`src/lsrc_consts.svh`:
```
// register offsets, field positions, reset values and counts of the light sensor block
`ifndef LSRC_CONSTS_SVH
`define LSRC_CONSTS_SVH

// ----------------------------------------------------------------
// register offsets
// ----------------------------------------------------------------
`define LSRC_REG_OPERATION 3'h0
`define LSRC_REG_ALARM 3'h1
`define LSRC_REG_THR_UPPER 3'h2
`define LSRC_REG_THR_LOWER 3'h3
`define LSRC_REG_READ_LO 3'h4
`define LSRC_REG_READ_HI 3'h5
`define LSRC_REG_COUNT_LO 3'h6
`define LSRC_REG_COUNT_HI 3'h7

// ----------------------------------------------------------------
// address byte command bits
// ----------------------------------------------------------------
`define LSRC_ADDR_RESTART_BIT 7
`define LSRC_ADDR_CLEAR_BIT 6
`define LSRC_ADDR_SEL_HI 2

// ----------------------------------------------------------------
// operation_config fields
// ----------------------------------------------------------------
`define LSRC_OP_ENABLE_BIT 7
`define LSRC_OP_PD_BIT 6
`define LSRC_OP_TIMING_BIT 5
`define LSRC_OP_RSVD_BIT 4
`define LSRC_OP_DIODE_HI 3
`define LSRC_OP_DIODE_LO 2
`define LSRC_OP_WIDTH_HI 1
`define LSRC_OP_WIDTH_LO 0

// ----------------------------------------------------------------
// alarm_range_config fields
// ----------------------------------------------------------------
`define LSRC_AL_FLAG_BIT 5
`define LSRC_AL_RANGE_HI 3
`define LSRC_AL_RANGE_LO 2
`define LSRC_AL_PERSIST_HI 1
`define LSRC_AL_PERSIST_LO 0

// ----------------------------------------------------------------
// reset values
// ----------------------------------------------------------------
`define LSRC_RST_OPERATION 8'h00
`define LSRC_RST_ALARM 8'h00
`define LSRC_RST_THR_UPPER 8'hFF
`define LSRC_RST_THR_LOWER 8'h00
`define LSRC_THR_LOW_BYTE 8'h00

// ----------------------------------------------------------------
// counts
// ----------------------------------------------------------------
`define LSRC_EXP_W0 5'h10
`define LSRC_EXP_W1 5'h0C
`define LSRC_EXP_W2 5'h08
`define LSRC_EXP_W3 5'h04
`define LSRC_PERSIST_P0 5'h01
`define LSRC_PERSIST_P1 5'h04
`define LSRC_PERSIST_P2 5'h08
`define LSRC_PERSIST_P3 5'h10
// oscillator rates in kHz, slow for ranges 0/1, fast for ranges 2/3
`define LSRC_OSC_SLOW_KHZ 16'h0147
`define LSRC_OSC_FAST_KHZ 16'h028F

`endif

```
`src/lsrc_pkg.sv`:
```
// types shared by the light sensor register and control block
package lsrc_pkg;

  // conversion sequencer states, gray along idle, phase a, phase b, load
  typedef enum logic [1:0] {
    lsrc_st_idle = 2'b00,
    lsrc_st_phase_a = 2'b01,
    lsrc_st_phase_b = 2'b11,
    lsrc_st_load = 2'b10
  } lsrc_state_t;

  // photodiode input selection
  typedef enum logic [1:0] {
    broadband_only_select = 2'b00,
    infrared_only_select = 2'b01,
    difference_select = 2'b10,
    lsrc_diode_none = 2'b11
  } lsrc_diode_t;

endpackage

```
`src/lsrc_sync_edge.sv`:
```
// two flop synchroniser with rising edge detect
`timescale 1ns/1ps
`default_nettype none

module lsrc_sync_edge (
  input wire logic clock_in,
  input wire logic sys_rst_in,
  input wire logic clk_en_in,
  input wire logic async_in,
  output logic level_out,
  output logic rise_out
);

  logic meta_q;
  logic sync_q;
  logic last_q;

  // ----------------------------------------------------------------
  // synchroniser and edge history
  // ----------------------------------------------------------------
  always_ff @(posedge clock_in) begin
    if (sys_rst_in) begin
      meta_q <= 1'b0;
      sync_q <= 1'b0;
      last_q <= 1'b0;
    end else if (clk_en_in) begin
      meta_q <= async_in;
      sync_q <= meta_q;
      last_q <= sync_q;
    end
  end

  assign level_out = sync_q;
  assign rise_out = sync_q & ~last_q;

endmodule

`default_nettype wire

```
`src/lsrc_core.sv`:
```
// register set and conversion control of the light sensor block
`timescale 1ns/1ps
`default_nettype none
`include "lsrc_consts.svh"

module lsrc_core #(
  parameter int DATA_W = 16,
  parameter int CYC_W = 17
) (
  input wire logic clock_in,
  input wire logic sys_rst_in,
  input wire logic clk_en_in,
  input wire logic reg_wr_in,
  input wire logic [7:0] reg_addr_in,
  input wire logic [7:0] reg_wdata_in,
  input wire logic osc_clk_in,
  input wire logic broadband_photodiode_in,
  input wire logic infrared_photodiode_in,
  output logic [7:0] rd_data_out,
  output logic int_pin_out,
  output logic int_pin_oe_out,
  output logic core_reset_out,
  output logic converter_power_down_out,
  output logic osc_fast_sel_out,
  output logic [1:0] range_sel_out,
  output var lsrc_pkg::lsrc_diode_t diode_sel_out,
  output logic integrating_out
);

  import lsrc_pkg::*;

  // ----------------------------------------------------------------
  // declarations
  // ----------------------------------------------------------------
  logic [7:0] op_q;
  logic [7:0] alarm_q;
  logic [7:0] thr_upper_q;
  logic [7:0] thr_lower_q;
  logic flag_q;
  logic [DATA_W-1:0] reading_q;
  logic [DATA_W-1:0] period_count_q;
  lsrc_state_t st_q;
  logic [CYC_W-1:0] cyc_q;
  logic [DATA_W-1:0] bb_cnt_q;
  logic [DATA_W-1:0] ir_cnt_q;
  logic [DATA_W-1:0] tmr_cnt_q;
  logic [4:0] persist_q;
  logic [7:0] rd_data_q;
  logic core_reset_q;
  logic power_down_q;
  logic osc_fast_q;
  logic [1:0] range_q;
  lsrc_diode_t diode_q;
  logic integrating_q;
  logic osc_tick;
  logic bb_rise;
  logic ir_rise;
  logic wr;
  logic data_wr;
  logic restart_cmd;
  logic clear_cmd;
  logic [2:0] sel;
  lsrc_diode_t diode;
  logic ext_mode;
  logic core_run;
  logic running;
  logic [CYC_W-1:0] period;
  logic [DATA_W-1:0] cnt_max;
  logic phase_end;
  logic abort;
  logic restart_cnt;
  logic bb_en;
  logic ir_en;
  logic [DATA_W-1:0] reading_d;
  logic [DATA_W-1:0] thr_upper_full;
  logic [DATA_W-1:0] thr_lower_full;
  logic out_of_window;
  logic [4:0] persist_need;
  logic alarm_hit;
  logic flag_clear;

  function automatic logic [4:0] width_exp(input logic [1:0] code);
    case (code)
      2'b00: width_exp = `LSRC_EXP_W0;
      2'b01: width_exp = `LSRC_EXP_W1;
      2'b10: width_exp = `LSRC_EXP_W2;
      default: width_exp = `LSRC_EXP_W3;
    endcase
  endfunction

  function automatic logic [4:0] persist_count(input logic [1:0] code);
    case (code)
      2'b00: persist_count = `LSRC_PERSIST_P0;
      2'b01: persist_count = `LSRC_PERSIST_P1;
      2'b10: persist_count = `LSRC_PERSIST_P2;
      default: persist_count = `LSRC_PERSIST_P3;
    endcase
  endfunction

  // ----------------------------------------------------------------
  // input synchronisers
  // ----------------------------------------------------------------
  lsrc_sync_edge u_sync_osc (
    .clock_in(clock_in),
    .sys_rst_in(sys_rst_in),
    .clk_en_in(clk_en_in),
    .async_in(osc_clk_in),
    .level_out(),
    .rise_out(osc_tick)
  );

  lsrc_sync_edge u_sync_bb (
    .clock_in(clock_in),
    .sys_rst_in(sys_rst_in),
    .clk_en_in(clk_en_in),
    .async_in(broadband_photodiode_in),
    .level_out(),
    .rise_out(bb_rise)
  );

  lsrc_sync_edge u_sync_ir (
    .clock_in(clock_in),
    .sys_rst_in(sys_rst_in),
    .clk_en_in(clk_en_in),
    .async_in(infrared_photodiode_in),
    .level_out(),
    .rise_out(ir_rise)
  );

  // ----------------------------------------------------------------
  // write decode and address commands
  // ----------------------------------------------------------------
  assign wr = reg_wr_in & clk_en_in;
  assign sel = reg_addr_in[`LSRC_ADDR_SEL_HI:0];
  assign data_wr = wr & (reg_addr_in[7:3] == 5'h00);
  assign restart_cmd = wr & reg_addr_in[`LSRC_ADDR_RESTART_BIT];
  assign clear_cmd = wr & reg_addr_in[`LSRC_ADDR_CLEAR_BIT];

  // ----------------------------------------------------------------
  // operating settings
  // ----------------------------------------------------------------
  // diode selection code
  assign diode = lsrc_diode_t'(op_q[`LSRC_OP_DIODE_HI:`LSRC_OP_DIODE_LO]);
  assign ext_mode = op_q[`LSRC_OP_TIMING_BIT];
  assign core_run = op_q[`LSRC_OP_ENABLE_BIT] & ~op_q[`LSRC_OP_PD_BIT]
                    & (diode != lsrc_diode_none);
  assign running = (st_q == lsrc_st_phase_a) | (st_q == lsrc_st_phase_b);
  assign period = CYC_W'({{(CYC_W-1){1'b0}}, 1'b1} << width_exp(op_q[1:0]));
  assign cnt_max = (diode == difference_select) ? DATA_W'((period >> 1) - 1'b1)
                                                : DATA_W'(period - 1'b1);
  assign phase_end = running & (ext_mode ? restart_cmd
                                         : (osc_tick & (cyc_q == period - 1'b1)));
  assign abort = running & ~ext_mode & restart_cmd;
  assign restart_cnt = (st_q == lsrc_st_idle) | (st_q == lsrc_st_load) | abort;

  // ----------------------------------------------------------------
  // conversion sequencer
  // ----------------------------------------------------------------
  always_ff @(posedge clock_in) begin
    if (sys_rst_in) begin
      st_q <= lsrc_st_idle;
    end else if (clk_en_in) begin
      if (!core_run) begin
        st_q <= lsrc_st_idle;
      end else begin
        case (st_q)
          lsrc_st_idle: begin
            st_q <= lsrc_st_phase_a;
          end
          lsrc_st_phase_a: begin
            if (abort) begin
              st_q <= lsrc_st_phase_a;
            end else if (phase_end) begin
              if (diode == difference_select && !ext_mode) begin
                st_q <= lsrc_st_phase_b;
              end else begin
                st_q <= lsrc_st_load;
              end
            end
          end
          lsrc_st_phase_b: begin
            if (abort) begin
              st_q <= lsrc_st_phase_a;
            end else if (phase_end) begin
              st_q <= lsrc_st_load;
            end
          end
          lsrc_st_load: begin
            st_q <= lsrc_st_phase_a;
          end
          default: begin
            st_q <= lsrc_st_idle;
          end
        endcase
      end
    end
  end

  // ----------------------------------------------------------------
  // oscillator cycle counter of the current phase
  // ----------------------------------------------------------------
  always_ff @(posedge clock_in) begin
    if (sys_rst_in) begin
      cyc_q <= '0;
    end else if (clk_en_in) begin
      if (restart_cnt || phase_end || !core_run) begin
        cyc_q <= '0;
      end else if (osc_tick && running) begin
        cyc_q <= cyc_q + 1'b1;
      end
    end
  end

  // ----------------------------------------------------------------
  // charge count registers
  // ----------------------------------------------------------------
  assign bb_en = (st_q == lsrc_st_phase_a) & (diode != infrared_only_select);
  assign ir_en = ((st_q == lsrc_st_phase_a) & ((diode == infrared_only_select)
                 | ((diode == difference_select) & ext_mode)))
                 | (st_q == lsrc_st_phase_b);

  always_ff @(posedge clock_in) begin
    if (sys_rst_in) begin
      bb_cnt_q <= '0;
      ir_cnt_q <= '0;
    end else if (clk_en_in) begin
      if (restart_cnt || !core_run) begin
        bb_cnt_q <= '0;
        ir_cnt_q <= '0;
      end else begin
        if (bb_en && bb_rise && bb_cnt_q < cnt_max) begin
          bb_cnt_q <= bb_cnt_q + 1'b1;
        end
        if (ir_en && ir_rise && ir_cnt_q < cnt_max) begin
          ir_cnt_q <= ir_cnt_q + 1'b1;
        end
      end
    end
  end

  // ----------------------------------------------------------------
  // integration timer
  // ----------------------------------------------------------------
  always_ff @(posedge clock_in) begin
    if (sys_rst_in) begin
      tmr_cnt_q <= '0;
    end else if (clk_en_in) begin
      if (restart_cnt || !core_run) begin
        tmr_cnt_q <= '0;
      end else if (osc_tick && running && tmr_cnt_q != {DATA_W{1'b1}}) begin
        tmr_cnt_q <= tmr_cnt_q + 1'b1;
      end
    end
  end

  // ----------------------------------------------------------------
  // result capture
  // ----------------------------------------------------------------
  always_comb begin
    case (diode)
      infrared_only_select: reading_d = ir_cnt_q;
      difference_select: reading_d = bb_cnt_q - ir_cnt_q;
      default: reading_d = bb_cnt_q;
    endcase
  end

  always_ff @(posedge clock_in) begin
    if (sys_rst_in) begin
      reading_q <= '0;
      period_count_q <= '0;
    end else if (clk_en_in) begin
      if (st_q == lsrc_st_load) begin
        reading_q <= reading_d;
        period_count_q <= tmr_cnt_q;
      end
    end
  end

  // ----------------------------------------------------------------
  // threshold alarm
  // ----------------------------------------------------------------
  // threshold low byte zero
  assign thr_upper_full = {thr_upper_q, `LSRC_THR_LOW_BYTE};
  assign thr_lower_full = {thr_lower_q, `LSRC_THR_LOW_BYTE};
  assign out_of_window = (reading_d > thr_upper_full) | (reading_d < thr_lower_full);
  assign persist_need = persist_count(alarm_q[`LSRC_AL_PERSIST_HI:`LSRC_AL_PERSIST_LO]);
  assign alarm_hit = (st_q == lsrc_st_load) & out_of_window
                     & ((persist_q + 5'h01) >= persist_need);
  assign flag_clear = clear_cmd | (data_wr & (sel == `LSRC_REG_ALARM)
                      & ~reg_wdata_in[`LSRC_AL_FLAG_BIT]);

  always_ff @(posedge clock_in) begin
    if (sys_rst_in) begin
      persist_q <= '0;
    end else if (clk_en_in) begin
      if (!core_run) begin
        persist_q <= '0;
      end else if (st_q == lsrc_st_load) begin
        if (!out_of_window) begin
          persist_q <= '0;
        end else if (persist_q < persist_need) begin
          persist_q <= persist_q + 5'h01;
        end
      end
    end
  end

  always_ff @(posedge clock_in) begin
    if (sys_rst_in) begin
      flag_q <= 1'b0;
    end else if (clk_en_in) begin
      if (alarm_hit) begin
        flag_q <= 1'b1;
      end else if (flag_clear) begin
        flag_q <= 1'b0;
      end
    end
  end

  // ----------------------------------------------------------------
  // writable registers
  // ----------------------------------------------------------------
  always_ff @(posedge clock_in) begin
    if (sys_rst_in) begin
      op_q <= `LSRC_RST_OPERATION;
      alarm_q <= `LSRC_RST_ALARM;
      thr_upper_q <= `LSRC_RST_THR_UPPER;
      thr_lower_q <= `LSRC_RST_THR_LOWER;
    end else if (data_wr) begin
      case (sel)
        `LSRC_REG_OPERATION: begin
          op_q <= reg_wdata_in & ~(8'h01 << `LSRC_OP_RSVD_BIT);
        end
        `LSRC_REG_ALARM: begin
          alarm_q <= reg_wdata_in & ~(8'h01 << `LSRC_AL_FLAG_BIT);
        end
        `LSRC_REG_THR_UPPER: begin
          thr_upper_q <= reg_wdata_in;
        end
        `LSRC_REG_THR_LOWER: begin
          thr_lower_q <= reg_wdata_in;
        end
        default: begin
          op_q <= op_q;
        end
      endcase
    end
  end

  // ----------------------------------------------------------------
  // read data
  // ----------------------------------------------------------------
  always_ff @(posedge clock_in) begin
    if (sys_rst_in) begin
      rd_data_q <= 8'h00;
    end else if (clk_en_in) begin
      case (sel)
        `LSRC_REG_OPERATION: rd_data_q <= op_q;
        `LSRC_REG_ALARM: rd_data_q <= alarm_q | {2'b00, flag_q, 5'h00};
        `LSRC_REG_THR_UPPER: rd_data_q <= thr_upper_q;
        `LSRC_REG_THR_LOWER: rd_data_q <= thr_lower_q;
        `LSRC_REG_READ_LO: rd_data_q <= reading_q[7:0];
        `LSRC_REG_READ_HI: rd_data_q <= reading_q[15:8];
        `LSRC_REG_COUNT_LO: rd_data_q <= period_count_q[7:0];
        `LSRC_REG_COUNT_HI: rd_data_q <= period_count_q[15:8];
        default: rd_data_q <= 8'h00;
      endcase
    end
  end

  // ----------------------------------------------------------------
  // analog side controls
  // ----------------------------------------------------------------
  always_ff @(posedge clock_in) begin
    if (sys_rst_in) begin
      core_reset_q <= 1'b1;
      power_down_q <= 1'b0;
      osc_fast_q <= 1'b0;
      range_q <= 2'b00;
      diode_q <= broadband_only_select;
      integrating_q <= 1'b0;
    end else if (clk_en_in) begin
      core_reset_q <= ~op_q[`LSRC_OP_ENABLE_BIT];
      power_down_q <= op_q[`LSRC_OP_PD_BIT];
      osc_fast_q <= alarm_q[`LSRC_AL_RANGE_HI];
      range_q <= alarm_q[`LSRC_AL_RANGE_HI:`LSRC_AL_RANGE_LO];
      if (st_q == lsrc_st_phase_b) begin
        diode_q <= infrared_only_select;
      end else begin
        diode_q <= diode;
      end
      integrating_q <= running;
    end
  end

  assign rd_data_out = rd_data_q;
  assign int_pin_out = 1'b0;
  assign int_pin_oe_out = flag_q;
  assign core_reset_out = core_reset_q;
  assign converter_power_down_out = power_down_q;
  assign osc_fast_sel_out = osc_fast_q;
  assign range_sel_out = range_q;
  assign diode_sel_out = diode_q;
  assign integrating_out = integrating_q;

endmodule

`default_nettype wire

```
`config.mk`:
```
export PLATFORM = sky130hd
export DESIGN_NAME = lsrc_core
export DESIGN_NICKNAME = d
export VERILOG_FILES = /design/src/lsrc_pkg.sv /design/src/lsrc_sync_edge.sv /design/src/lsrc_core.sv
export VERILOG_INCLUDE_DIRS = /design/src
export SDC_FILE = /design/constraint.sdc
export NUM_CORES = 1
export LEC_CHECK = 0
export BUFFER_PORTS_ARGS = -buffer_cell sky130_fd_sc_hd__buf_2
export CAP_MARGIN = 20
export CORE_UTILIZATION = 25
export DETAILED_ROUTE_END_ITERATION = 10
export PLACE_DENSITY = 0.48
export SETUP_SLACK_MARGIN = 0.1
export SLEW_MARGIN = 10
export SYNTH_ARGS = -nofsm -noshare
export SYNTH_HDL_FRONTEND = slang
export SYNTH_SLANG_ARGS = --single-unit
```
`constraint.sdc`:
```
create_clock -name clock_in -period 6.25 [get_ports clock_in]
set_clock_uncertainty 0.1 [all_clocks]
set_input_delay 1.25 -clock clock_in [delete_from_list [all_inputs] [get_ports clock_in]]
set_output_delay 1.25 -clock clock_in [all_outputs]
set_load 0.01 [all_outputs]
```
==> impl_metrics.toml <==
[power]
fin_total_pwr_uw = 2130
peakVddDrop_uv = 117
powerDensity_mw_per_mm2 = 197
leakagePower_uw = 0.00438

[placement]
gp_congestion = 0.895
hpwl_um = 22000
io_buffers = 39

[drt]
wl_per_cell_um = 17.3
drt_wl_total_um = 29700
drc = 0
drt_first_pass_iters = 5
vias = 8415
vias_per_cell = 4.89
ant_nets = 0
first_iter_violations = 612

[sta]
post-route-period-util_pct = 82.7
slew_violations = 0
fmax_mhz = 194
setup_viol = 0
rsz0062_at_grt = "false"
tightest_slew_ns = 1.16
slew_headroom_pct = 22.7
finalHoldViolCount = 0
setup_tns_ns = 0
period_needed_ns = 5.17

[global_route]
grt_overflow = 0
grt_pass1_vias = 7772
grt_pass1_wl_um = 45700
antenna_found_initial = 0
gr-usage-all-layers_pct = 15.5
grt_max_degree = 59

[setup_path]
reg2reg_from = "ir_cnt_q[6]"
crit_path_top_delay_cell = "a2111o_1"
cp.required_ns = 6.47
critPathMostFrequentCell = "or3_1"
cp-start-kind = "register"
worstSetupPathType = "reg2reg"
arrival_ns = 5.39
crit_chain = "inv_1 > ha_1 > a2111o_1 > o2111ai_1 > nand3_1 > o211a_1 > or3_1 > or2_2 > ha_1 > nand4_1 > or3_1 > or3_1 > nor4_1 > a31oi_1 > o21ai_0 > o21ai_0"
r2r_slack_ns = 1.08
r2r-end = "persist_q[1]"
path_depth = 16
path_delay_family = "simple AND/OR/NAND/NOR gates"
path_buf_inv = 1
critPathMaxFanout = 7
worstRegToRegCells = 16
worst_setup_path_end_kind = "register"
critPathMaxStageDelay_ns = 0.47

[cts]
tritoncts = "done"
clockRootBuffer = "clkbuf_16"
h-tree-depth = 4
clockBufferDepth = 2
hold_buffers = 0
clock_latency_ns = 0.45
cts.repair.resized = 0
numCtsBuffers = 17
cts.sinks = 159
cts_setup_buffers = 0
clk_pin_slew_ns = 0.07

[synthesis]
synth_cell_types = 64
syn-cell-area_mm2 = 0.00954
yosysWarnings = 0
synth_edf_count = 0
netlist_instances = 1182
synth_flop_cell = "dfxtp_1"
synthTopCellsByArea = "dfxtp_1 (33%), ha_1 (10%), a21oi_1 (5.6%), nor2_1 (5.4%), nand2_1 (4.9%)"
synthArstFlopShare_pct = 0
ys_seq_area_share_pct = 33.4
ys_seq_elements = 159
synth_top_area_share_pct = 33.4
yosysTopAreaCell = "dfxtp_1"
avgSynthCellArea_um2 = 8.07

[floorplan]
rows = 71
pin_count = 41
start_util_pct = 25.4
coreArea_mm2 = 0.0376
dieArea_mm2 = 0.0390
fp.dieW_um = 197
die_h_um = 197

[final_layout]
layout_commonest_cell = "dfxtp_1"
antenna_cells = 0
final_cell_mix = "dfxtp_1 (159), nor2_1 (138), nand2_1 (125)"
fillCellCount = 4021
nets = 1300
layout-drive-gt1-share_pct = 8.43
area_growth_pct = 13.4

[hold_path]
holdCritPathClass = "reg2reg"
hold_start = "reading_q[4]"
worstHoldEndpoint = "reading_q[4]"
holdPathStages = 2

[status]
status = "finished clean"

[run]
max_cap_viol_count = 0
[routing by layer]
metal,GRT usage (%),vias up,wire [µm]
met5,0,-,0
met2,23.3,163,12900
li1,-,4252,-
met3,2.87,40,1180
met1,21.5,3960,14700
met4,6.80,0,876
[tightest hold or removal path, delay by kind of cell (launching register included)]
family	cells	cell delay, ns
flops	1	0.31
simple gates	1	0.05
compound gates	1	0.05
[Yosys cell counts (all sizes together) (6+ instances only)]
master	n
nand2	125
o31ai	8
o21ai	53
o211ai	15
xor2	25
xnor2	19
and4	7
nor2	138
mux2i	44
dfxtp	159
a21oi	106
a211oi	6
nor3	22
nor3b	7
a221oi	6
a31oi	11
nand2b	17
ha	79
a21o	17
nand3	35
a211o	13
buf	6
nand4	16
nor2b	9
or3	26
or2	7
or4	8
inv	54
clkbuf	50
o21a	9
and3	16
[registers in the layout, indices dropped and copies added, names as in the netlist, 2 cells and up]
signal and count:
bb_cnt_q 16, ir_cnt_q 16, alarm_q 7, thr_lower_q 8
tmr_cnt_q 16, reading_q 16, op_q 7, thr_upper_q 8
st_q 2, period_count_q 16, cyc_q 17, persist_q 5
rd_data_out 8, diode_sel_out 2
[power breakdown]
group	switching, µW	leakage, µW	internal (µW)
registers	2.89	0.00128	1020
logic	60.4	0.00283	24.7
clock network	498	0.000271	532
[per-stage QoR]
step	utilization, %	hold WS (ns)	area, µm²	worst slack [ns]	std cells
after floorplan	-	0.333	9550	1.85	1184
after global placement	27.3	0.342	10300	1.24	1689
after detailed placement	27.3	0.344	10300	1.18	1689
after CTS	28.8	0.354	10800	1.15	1721
after global routing	28.8	0.366	10800	0.681	1721
final	28.8	0.354	10800	1.08	1721
[logic make-up (layout without fill, tap and decap cells)]
| kind of cell | Yosys count | count (layout) | synth area share, % |
|---|---|---|---|
| XOR/XNOR | 44 | 44 | 4.04 |
| AO/OA/AOI/OAI | 285 | 285 | 18.9 |
| other | 1 | 3 | 0.0393 |
| buffers and inverters | 110 | 136 | 4.42 |
| AND/OR/NAND/NOR | 450 | 450 | 22.4 |
| multiplexers | 53 | 53 | 6.27 |
| flip-flops | 159 | 159 | 33.4 |
| adder cells (fa/ha/maj) | 80 | 80 | 10.6 |
[how the worst max path moves through the flow]
| stage | startpoint | endpoint | slack (ns) |
|---|---|---|---|
| 2_1_floorplan | ir_cnt_q[6] | persist_q[2] | 1.85 |
| 3_3_place_gp | ir_cnt_q[6] | persist_q[1] | 1.24 |
| 3_5_place_dp | ir_cnt_q[6] | persist_q[1] | 1.18 |
| 4_1_cts | ir_cnt_q[6] | persist_q[1] | 1.15 |
| 5_1_grt | ir_cnt_q[6] | persist_q[0] | 0.68 |
| 6_report | ir_cnt_q[6] | persist_q[1] | 1.08 |
[final cells by class]
cell class | count | area (µm²) | share of cell area (%)
clock buffers | 18 | 439 | 4.06
clock inverters | 14 | 129 | 1.19
repair buffers | 50 | 280 | 2.59
flip-flops and latches | 159 | 3180 | 29.4
multi-input cells | 915 | 5950 | 55.0
well taps | 511 | 639 | 5.91
inverters | 54 | 203 | 1.87
No activity file was read; power rests on OpenSTA's default activity.
